<file path="config.mk">
export PLATFORM = sky130hd
export DESIGN_NAME = slbc_top
export DESIGN_NICKNAME = d
export VERILOG_FILES = /design/src/slbc_pkg.sv /design/src/slbc_debounce.sv /design/src/slbc_top.sv
export SDC_FILE = /design/constraint.sdc
export NUM_CORES = 1
export LEC_CHECK = 0
export ABC_AREA = 1
export BUFFER_PORTS_ARGS = -buffer_cell sky130_fd_sc_hd__buf_2
export CAP_MARGIN = 20
export CORE_ASPECT_RATIO = 1.5
export CORE_MARGIN = 5
export CORE_UTILIZATION = 58
export DETAILED_ROUTE_END_ITERATION = 16
export PLACE_DENSITY = 0.79
export RECOVER_POWER = 100
export SLEW_MARGIN = 25
export SYNTH_ARGS = -nofsm -noshare
export SYNTH_HDL_FRONTEND = slang
export SYNTH_HIERARCHICAL = 1
export SYNTH_SLANG_ARGS = --single-unit
export TNS_END_PERCENT = 100
</file>
<file path="constraint.sdc">
create_clock -name clk -period 5.4 [get_ports clk]
set_input_delay 1.35 -clock clk [delete_from_list [all_inputs] [get_ports clk]]
set_output_delay 1.35 -clock clk [all_outputs]
set_load 0.02 [all_outputs]
</file>
<file path="src/slbc_pkg.sv">
// Contract
// - After power-up both LEDs stay dark for about four seconds.
// - Boot stage two blinks the access-point LED red for about forty seconds.
// - Stage three blinks access-point LED green ten seconds, dark if disabled.
// - Stage four starts the link LED blinking blue, off if link disabled.
// - In operation access-point LED blinks red when disabled, green when enabled.
// - Link LED off when disabled, blinking when enabled, solid when connected.
// - A cleared LED enable setting turns both LEDs off.
// - A short press inverts both radio enables together.
// - Long press lights both LEDs two seconds, then fast green blink.
// - Long press restores all network settings to defaults.
// - After factory reset radios stay off until the next power cycle.
package slbc_pkg;
	localparam int CLK_HZ          = 100_000_000;
	localparam int BOOT1_MS        = 4000;
	localparam int BOOT2_MS        = 40000;
	localparam int BOOT3_MS        = 10000;
	localparam int LONG_MS         = 4000;
	localparam int SOLID_MS        = 2000;
	localparam int DEBOUNCE_MS     = 5;
	localparam int BLINK_MS        = 500;
	localparam int FAST_MS         = 100;
	localparam int MS_CYC          = CLK_HZ / 1000;
	localparam int DEBOUNCE_CYC    = DEBOUNCE_MS * MS_CYC;
	localparam logic [7:0] ADDR_CTRL   = 8'h00;
	localparam logic [7:0] ADDR_STAT   = 8'h04;
	localparam logic [7:0] ADDR_IRQ    = 8'h08;
	localparam logic [7:0] ADDR_MASK   = 8'h0C;
	localparam logic [7:0] ADDR_NET    = 8'h10;
	localparam int CTRL_LED_EN     = 0;
	localparam int CTRL_PHONE_CONN = 1;
	localparam int CTRL_AP_BOOT    = 2;
	localparam int CTRL_LINK_BOOT  = 3;
	localparam logic [31:0] CTRL_RST   = 32'h0000000D;
	localparam int IRQ_SHORT       = 0;
	localparam int IRQ_LONG        = 1;
	localparam int IRQ_BOOT_DONE   = 2;
	localparam int NET_DHCP        = 0;
	localparam int NET_AP          = 1;
	localparam int NET_PW_SET      = 2;
	localparam int NET_LAN_CON     = 3;
	localparam int NET_CLOUD_CON   = 4;
	localparam int NET_PIN_DEF     = 5;
	localparam logic [31:0] NET_DEF    = 32'h0000003B;
	localparam logic [1:0] RESP_OK     = 2'b00;
	localparam logic [1:0] RESP_SLVERR = 2'b10;
	typedef enum logic [2:0] {
		SLBC_BOOT1, SLBC_BOOT2, SLBC_BOOT3, SLBC_RUN, SLBC_LP_SOLID, SLBC_LP_CUE
	} slbc_state_e;
endpackage

</file>
<file path="src/slbc_debounce.sv">
`timescale 1ns/100ps
module slbc_debounce
	import slbc_pkg::*;
#(
	parameter int DEB_CYCLES = DEBOUNCE_CYC
)
(
	input  wire logic clk,
	input  wire logic arst_n,
	input  wire logic raw,
	output logic      level
);
	logic        s1_r;
	logic        s2_r;
	logic [19:0] cnt_r;

	always_ff @(posedge clk or negedge arst_n) begin
		if (!arst_n) begin
			s1_r <= 1'b0;
			s2_r <= 1'b0;
		end else begin
			s1_r <= raw;
			s2_r <= s1_r;
		end
	end

	// Level only follows after staying stable for the debounce time
	always_ff @(posedge clk or negedge arst_n) begin
		if (!arst_n) begin
			cnt_r <= 20'h00000;
			level <= 1'b0;
		end else if (s2_r == level) begin
			cnt_r <= 20'h00000;
		end else if (cnt_r == 20'(DEB_CYCLES - 1)) begin
			cnt_r <= 20'h00000;
			level <= s2_r;
		end else begin
			cnt_r <= cnt_r + 20'h00001;
		end
	end
endmodule

</file>
<file path="src/slbc_top.sv">
// Added by the designer: the AXI4-Lite register port and the address map.
`timescale 1ns/100ps
module slbc_top
	import slbc_pkg::*;
#(
	parameter int MS_CYCLES = MS_CYC
)
(
	input  wire logic        clk,
	input  wire logic        arst_n,
	input  wire logic        button_n,
	output logic             ap_led_red,
	output logic             ap_led_green,
	output logic             link_led_blue,
	output logic             ap_enable,
	output logic             link_enable,
	output logic             irq,
	input  wire logic [7:0]  s_axi_awaddr,
	input  wire logic        s_axi_awvalid,
	output logic             s_axi_awready,
	input  wire logic [31:0] s_axi_wdata,
	input  wire logic [3:0]  s_axi_wstrb,
	input  wire logic        s_axi_wvalid,
	output logic             s_axi_wready,
	output logic [1:0]       s_axi_bresp,
	output logic             s_axi_bvalid,
	input  wire logic        s_axi_bready,
	input  wire logic [7:0]  s_axi_araddr,
	input  wire logic        s_axi_arvalid,
	output logic             s_axi_arready,
	output logic [31:0]      s_axi_rdata,
	output logic [1:0]       s_axi_rresp,
	output logic             s_axi_rvalid,
	input  wire logic        s_axi_rready
);
	function automatic logic wsel(input logic [7:0] a, input logic [7:0] b);
		return a == b;
	endfunction

	slbc_state_e state_r;
	slbc_state_e state_nxt;
	logic [31:0] ctrl_r;
	logic [31:0] net_r;
	logic [2:0]  irq_st_r;
	logic [2:0]  irq_mask_r;
	logic        ap_en_r;
	logic        link_en_r;
	logic        radio_lock_r;
	logic [16:0] ms_div_r;
	logic [15:0] ms_cnt_r;
	logic [15:0] press_ms_r;
	logic        press_long_r;
	logic        btn_prev_r;
	logic        btn;
	logic        ms_tick;
	logic        aw_have_r;
	logic        w_have_r;
	logic [7:0]  aw_addr_r;
	logic [31:0] w_data_r;
	logic [3:0]  w_strb_r;

	// Debounce time follows the millisecond scale of the sequencer
	slbc_debounce #(
		.DEB_CYCLES (DEBOUNCE_MS * MS_CYCLES)
	) slbc_debounce_i (
		.clk    (clk),
		.arst_n (arst_n),
		.raw    (~button_n),
		.level  (btn)
	);

	assign ms_tick = ms_div_r == 17'(MS_CYCLES - 1);

	always_ff @(posedge clk or negedge arst_n) begin
		if (!arst_n)
			ms_div_r <= 17'h00000;
		else
			ms_div_r <= ms_tick ? 17'h00000 : ms_div_r + 17'h00001;
	end

	// Button press classification
	wire press_rise  = btn & ~btn_prev_r;
	wire press_fall  = ~btn & btn_prev_r;
	wire long_hit    = btn & ~press_long_r & ms_tick & (press_ms_r == 16'(LONG_MS - 1));
	wire short_evt   = press_fall & ~press_long_r & (state_r == SLBC_RUN);
	wire long_evt    = long_hit & (state_r == SLBC_RUN);

	always_ff @(posedge clk or negedge arst_n) begin
		if (!arst_n) begin
			btn_prev_r   <= 1'b0;
			press_ms_r   <= 16'h0000;
			press_long_r <= 1'b0;
		end else begin
			btn_prev_r <= btn;
			if (press_rise) begin
				press_ms_r   <= 16'h0000;
				press_long_r <= 1'b0;
			end else if (long_hit) begin
				press_long_r <= 1'b1;
			end else if (btn && ms_tick) begin
				press_ms_r <= press_ms_r + 16'h0001;
			end
		end
	end

	// Boot and long-press sequencer
	wire stage_end = ms_tick & (
		(state_r == SLBC_BOOT1 && ms_cnt_r == 16'(BOOT1_MS - 1)) ||
		(state_r == SLBC_BOOT2 && ms_cnt_r == 16'(BOOT2_MS - 1)) ||
		(state_r == SLBC_BOOT3 && ms_cnt_r == 16'(BOOT3_MS - 1)) ||
		(state_r == SLBC_LP_SOLID && ms_cnt_r == 16'(SOLID_MS - 1)));

	always_comb begin
		state_nxt = state_r;
		unique case (state_r)
			SLBC_BOOT1:    if (stage_end) state_nxt = SLBC_BOOT2;
			SLBC_BOOT2:    if (stage_end) state_nxt = SLBC_BOOT3;
			SLBC_BOOT3:    if (stage_end) state_nxt = SLBC_RUN;
			SLBC_RUN:      if (long_evt) state_nxt = SLBC_LP_SOLID;
			SLBC_LP_SOLID: if (stage_end) state_nxt = SLBC_LP_CUE;
			SLBC_LP_CUE:   if (!btn) state_nxt = SLBC_RUN;
		endcase
	end

	always_ff @(posedge clk or negedge arst_n) begin
		if (!arst_n) begin
			state_r  <= SLBC_BOOT1;
			ms_cnt_r <= 16'h0000;
		end else begin
			state_r <= state_nxt;
			if (state_nxt != state_r)
				ms_cnt_r <= 16'h0000;
			else if (ms_tick)
				ms_cnt_r <= ms_cnt_r + 16'h0001;
		end
	end

	// Radio enables
	always_ff @(posedge clk or negedge arst_n) begin
		if (!arst_n) begin
			ap_en_r      <= 1'b0;
			link_en_r    <= 1'b0;
			radio_lock_r <= 1'b0;
		end else if (state_r == SLBC_BOOT1 && ms_cnt_r == 16'h0000 && ms_tick) begin
			ap_en_r   <= ctrl_r[CTRL_AP_BOOT];
			link_en_r <= ctrl_r[CTRL_LINK_BOOT];
		end else if (long_evt) begin
			ap_en_r      <= 1'b0;
			link_en_r    <= 1'b0;
			radio_lock_r <= 1'b1;
		end else if (short_evt && !radio_lock_r) begin
			ap_en_r   <= ~ap_en_r;
			link_en_r <= ~link_en_r;
		end
	end

	assign ap_enable   = ap_en_r;
	assign link_enable = link_en_r;

	// LED drive
	logic [15:0] blink_ms_r;
	logic        blink_r;
	logic        fast_r;
	always_ff @(posedge clk or negedge arst_n) begin
		if (!arst_n) begin
			blink_ms_r <= 16'h0000;
			blink_r    <= 1'b0;
			fast_r     <= 1'b0;
		end else if (ms_tick) begin
			blink_ms_r <= (blink_ms_r == 16'(BLINK_MS - 1)) ? 16'h0000 : blink_ms_r + 16'h0001;
			if (blink_ms_r == 16'(BLINK_MS - 1))
				blink_r <= ~blink_r;
			if (blink_ms_r % 16'(FAST_MS) == 16'h0000)
				fast_r <= ~fast_r;
		end
	end

	wire leds_on = ctrl_r[CTRL_LED_EN];
	wire conn    = ctrl_r[CTRL_PHONE_CONN];
	logic red_c;
	logic green_c;
	logic blue_c;
	always_comb begin
		red_c   = 1'b0;
		green_c = 1'b0;
		blue_c  = 1'b0;
		unique case (state_r)
			SLBC_BOOT1:    ;
			SLBC_BOOT2:    red_c = blink_r;
			SLBC_BOOT3:    green_c = blink_r & ap_en_r;
			SLBC_RUN: begin
				red_c   = blink_r & ~ap_en_r;
				green_c = blink_r & ap_en_r;
				blue_c  = link_en_r & (conn | blink_r);
			end
			SLBC_LP_SOLID: begin
				green_c = 1'b1;
				blue_c  = 1'b1;
			end
			SLBC_LP_CUE:   green_c = fast_r;
		endcase
	end

	always_ff @(posedge clk or negedge arst_n) begin
		if (!arst_n) begin
			ap_led_red    <= 1'b0;
			ap_led_green  <= 1'b0;
			link_led_blue <= 1'b0;
		end else begin
			ap_led_red    <= red_c & leds_on;
			ap_led_green  <= green_c & leds_on;
			link_led_blue <= blue_c & leds_on;
		end
	end

	// Interrupt events
	wire [2:0] irq_set = {state_r == SLBC_BOOT3 && stage_end, long_evt, short_evt};

	// AXI4-Lite write path
	wire do_write   = aw_have_r & w_have_r & ~s_axi_bvalid;
	wire wr_ctrl    = do_write & wsel(aw_addr_r, ADDR_CTRL);
	wire wr_irq     = do_write & wsel(aw_addr_r, ADDR_IRQ);
	wire wr_mask    = do_write & wsel(aw_addr_r, ADDR_MASK);
	wire wr_net     = do_write & wsel(aw_addr_r, ADDR_NET);
	wire wr_ok      = wr_ctrl | wr_irq | wr_mask | wr_net | wsel(aw_addr_r, ADDR_STAT);
	wire [31:0] wm  = {{8{w_strb_r[3]}}, {8{w_strb_r[2]}}, {8{w_strb_r[1]}}, {8{w_strb_r[0]}}};

	assign s_axi_awready = ~aw_have_r;
	assign s_axi_wready  = ~w_have_r;

	always_ff @(posedge clk or negedge arst_n) begin
		if (!arst_n) begin
			aw_have_r    <= 1'b0;
			w_have_r     <= 1'b0;
			aw_addr_r    <= 8'h00;
			w_data_r     <= 32'h00000000;
			w_strb_r     <= 4'h0;
			s_axi_bvalid <= 1'b0;
			s_axi_bresp  <= RESP_OK;
		end else begin
			if (s_axi_awvalid && !aw_have_r) begin
				aw_have_r <= 1'b1;
				aw_addr_r <= {s_axi_awaddr[7:2], 2'b00};
			end
			if (s_axi_wvalid && !w_have_r) begin
				w_have_r <= 1'b1;
				w_data_r <= s_axi_wdata;
				w_strb_r <= s_axi_wstrb;
			end
			if (do_write) begin
				aw_have_r    <= 1'b0;
				w_have_r     <= 1'b0;
				s_axi_bvalid <= 1'b1;
				s_axi_bresp  <= wr_ok ? RESP_OK : RESP_SLVERR;
			end else if (s_axi_bready) begin
				s_axi_bvalid <= 1'b0;
			end
		end
	end

	always_ff @(posedge clk or negedge arst_n) begin
		if (!arst_n) begin
			ctrl_r     <= CTRL_RST;
			irq_mask_r <= 3'h0;
			irq_st_r   <= 3'h0;
			net_r      <= NET_DEF;
		end else begin
			if (wr_ctrl)
				ctrl_r <= ((ctrl_r & ~wm) | (w_data_r & wm)) & 32'h0000000F;
			if (wr_mask)
				irq_mask_r <= (irq_mask_r & ~wm[2:0]) | (w_data_r[2:0] & wm[2:0]);
			irq_st_r <= (irq_st_r & ~(wr_irq ? w_data_r[2:0] & wm[2:0] : 3'h0)) | irq_set;
			if (long_evt)
				net_r <= NET_DEF;
			else if (wr_net)
				net_r <= ((net_r & ~wm) | (w_data_r & wm)) & 32'h0000003F;
		end
	end

	assign irq = |(irq_st_r & irq_mask_r);

	// AXI4-Lite read path
	wire [7:0] ra = {s_axi_araddr[7:2], 2'b00};
	wire [31:0] stat_v = {24'h000000, 1'b0, 3'(state_r), radio_lock_r, btn, link_en_r, ap_en_r};
	logic [31:0] rd_c;
	logic        rd_ok;
	always_comb begin
		rd_ok = 1'b1;
		rd_c  = 32'h00000000;
		if (wsel(ra, ADDR_CTRL))
			rd_c = ctrl_r;
		else if (wsel(ra, ADDR_STAT))
			rd_c = stat_v;
		else if (wsel(ra, ADDR_IRQ))
			rd_c = {29'h00000000, irq_st_r};
		else if (wsel(ra, ADDR_MASK))
			rd_c = {29'h00000000, irq_mask_r};
		else if (wsel(ra, ADDR_NET))
			rd_c = net_r;
		else
			rd_ok = 1'b0;
	end

	assign s_axi_arready = ~s_axi_rvalid;

	always_ff @(posedge clk or negedge arst_n) begin
		if (!arst_n) begin
			s_axi_rvalid <= 1'b0;
			s_axi_rdata  <= 32'h00000000;
			s_axi_rresp  <= RESP_OK;
		end else if (s_axi_arvalid && !s_axi_rvalid) begin
			s_axi_rvalid <= 1'b1;
			s_axi_rdata  <= rd_c;
			s_axi_rresp  <= rd_ok ? RESP_OK : RESP_SLVERR;
		end else if (s_axi_rready) begin
			s_axi_rvalid <= 1'b0;
		end
	end
endmodule

</file>
==> out/qor.yml <==
final_layout:
  n_antenna_cell: 0
  nFillCells: 1308
  drive_gt1_frac: 0.1571
  nNetsFinal: 1341
  area.growth.synth_to_final_pct: 13.16
worst_setup_path:
  worstSetupPathType: "reg2reg"
  required_ps: 5720
  rrSetupSlack_ps: 430
  timing.rr.start: "blink_ms_r[11]"
  cp_max_fo: 6
  cp_slowest_cell: "dfrtp_2"
  r2r_cells: 46
  cp-start-kind: "register"
  end_kind: "register"
  slowest_delay_ps: 420
  critical_path.most_common_cell: "nand2_2"
  cp.arrival_ps: 5280
  r2r-end: "fast_r"
synth:
  synth_warnings: 6
  ys.flop_type: "dfrtp_1"
  netlist.area_leader.share: 0.3779
  synth_edf_count: 0
  yosysTopAreaCell: "dfrtp_1"
  yosysMostFrequentCell: "nand2_1"
  syn_avg_cell_area_um2: 7.443
  synth-seq-cells: 143
  yosysUniqueCellTypes: 52
  async_reset_ff_frac: 1.000
  synth_seq_area_share: 0.4015
  synthTopCellsByCount: "239 x nand2_1, 166 x inv_1, 153 x nor2_1"
  syn_inst: 1201
  syn_area_mm2: 0.008939
  synthTopCellsByArea: "dfrtp_1 38%, nand2_1 10%, inv_1 7.0%"
sta:
  maxSlewViolCount: 110
  max_slew_margin: -0.1663
  finalSetupViolCount: 0
  timing.final.crit_share: 0.9195
  worstMarginPinSlew_ps: 1731
  max_freq_ghz: 0.2014
  final.setup_skew_ps: 13.38
  min_period_ps: 4965
  hold_viol_final: 0
  setup_tns_ps: 0
worst_hold_path:
  hold_path_class: "reg2reg"
  min_to: "slbc_debounce_i/s2_r"
  min-delay-start: "slbc_debounce_i/s1_r"
  hold_depth: 0
pwr:
  power.density_mw_per_mm2: 267.0
  p_clk_frac: 0.430
  combPwrFrac: 0.103
  internal-power_mw: 1.949
  p_sw_uw: 751.5
  p_total_mw: 2.700
  p_leak_nw: 4.754
  irDropWorstVdd_mv: 0.3138
  switching_share: 0.2783
  power_frac_seq: 0.467
floorplan:
  start_util: 0.5904
  die_h_um: 162.0
  placementRows: 55
  fp.coreArea_mm2: 0.01514
  die-area_mm2: 0.01804
  io_pins: 107
  die_x_um: 111.4
drt:
  drc: 0
  first_iter_violations: 384
  ant_nets: 0
  dr.pass1.iters: 5
  wire_per_inst_um: 13.78
  wirelength_um: 20460
  via_per_inst: 5.456
  vias: 8102
cts:
  cts_buffer_depth: 2
  root_buffer: "clkbuf_16"
  cts_buffers: 17
  clk_pin_slew_ps: 70
  insertion_delay_ps: 420
  holdBufCountCts: 0
  cts.htree.levels: 4
  cts_tree: "built"
  cts.sinks: 143
global_route:
  antenna_found_initial: 0
  grt_start_max_net_pins: 63
  met2_usage: 0.4390
  grt_pass1_wl_um: 34400
  grtUsageMet1: 0.2405
  first_global_vias: 7876
  grt.overflow.total: 0
  gr-usage-met3: 0.03429
  grt_most_used_layer: "met2"
  grtUsageTotal: 0.2252
flow_run:
  drv_cap: 3
place:
  dp.final_hpwl_um: 15140
  port_buffers: 46
  globalplace.congestion: 0.9197
run_status:
  violations: "max-capacitance violations, max-slew violations"
  status: "finished with violations"
-- worst max path at each step --
stage	startpoint	endpoint	cells after the start
2_1_floorplan	blink_ms_r[12]	fast_r	43
3_3_place_gp	blink_ms_r[12]	fast_r	41
3_5_place_dp	blink_ms_r[12]	fast_r	42
4_1_cts	blink_ms_r[12]	fast_r	40
5_1_grt	blink_ms_r[12]	fast_r	45
6_report	blink_ms_r[11]	fast_r	46
-- routing by layer --
layer	share of wire	up-vias	wire [um]
met4	0.034	0	688
li1	-	4021	-
met2	0.56	184	11360
met1	0.38	3833	7809
met5	0	-	0
met3	0.029	64	602
-- cell type report --
cell class | count | area (um2) | area share
clock buffers | 18 | 439.2 | 0.04342
clock inverters | 14 | 146.4 | 0.01447
inverters | 181 | 684.4 | 0.06766
repair buffers | 64 | 332.8 | 0.03290
multi-input cells | 866 | 4669 | 0.4617
flip-flops and latches | 143 | 3593 | 0.3553
well taps | 199 | 249.0 | 0.02462
-- cells in the final DEF (no fill, tap or decap), types with 20 or more instances in the layout --
cell type,synthesis,routed
xor2_1,21,20
inv_1,166,166
dfrtp_1,135,131
nand2_4,9,20
nand2_2,37,33
nand3_1,88,86
a21oi_1,45,43
nor3_1,35,34
o21ai_0,49,50
nand2_1,239,232
clkbuf_1,7,22
buf_2,2,24
nand4_1,23,23
nor2_1,153,155
conb_1,1,27
-- worst max-delay path: cells and delay by family, from the launching register on --
kind	cells	cell delay, ps
flops	1	420
buf+inv	4	380
compound gates	2	320
simple gates	40	3680
-- flip-flops by register name (all words and copies together) (netlist names), 7 cells and up, named ones only --
| signal | count |
|---|---|
| s_axi_rdata | 7 |
| ms_div_r | 17 |
| ms_cnt_r | 16 |
| blink_ms_r | 16 |
| press_ms_r | 16 |
| slbc_debounce_i/cnt_r | 20 |
-- repair_timing --
item / CTS / global route
endpoints found under the setup margin: 0 / 1
buffers inserted: 0 / 15
resized for setup: 0 / 41
-- stage by stage --
step           utilization  hold slack [ps]  cells  cell area (um2)  worst slack (ps)
5_1_grt             0.6681            360.1   1485            10110            -89.90
3_3_place_gp        0.6141            333.5   1438             9298             419.3
6_report            0.6681            349.6   1485            10110             434.6
4_1_cts             0.6531            349.4   1470             9887             294.4
3_5_place_dp        0.6144            334.7   1438             9301             293.3
2_1_floorplan            -            331.2   1227             9036             953.4
-- logic make-up (layout without fill, tap and decap cells) --
group / after synthesis / count (layout) / synth area share
fa+ha+maj: 8 / 8 / 0.01120
flops: 143 / 143 / 0.4015
compound gates: 151 / 151 / 0.1005
other cells: 1 / 27 / 0.0004195
buf+inv: 218 / 277 / 0.1036
xor+xnor: 28 / 28 / 0.02744
mux: 10 / 10 / 0.01260
simple gates: 642 / 642 / 0.3428
-- power groups by stage --
stage / clock, mW / combinational, mW / sequential, mW
2_1_floorplan: 0 / 0.197 / 1.27
3_3_place_gp: 0 / 0.279 / 1.28
3_5_place_dp: 0 / 0.289 / 1.28
4_1_cts: 1.17 / 0.291 / 1.26
5_1_grt: 1.23 / 0.318 / 1.27
6_report: 1.16 / 0.279 / 1.26
Note: power is estimated with default switching activity, not from simulation.
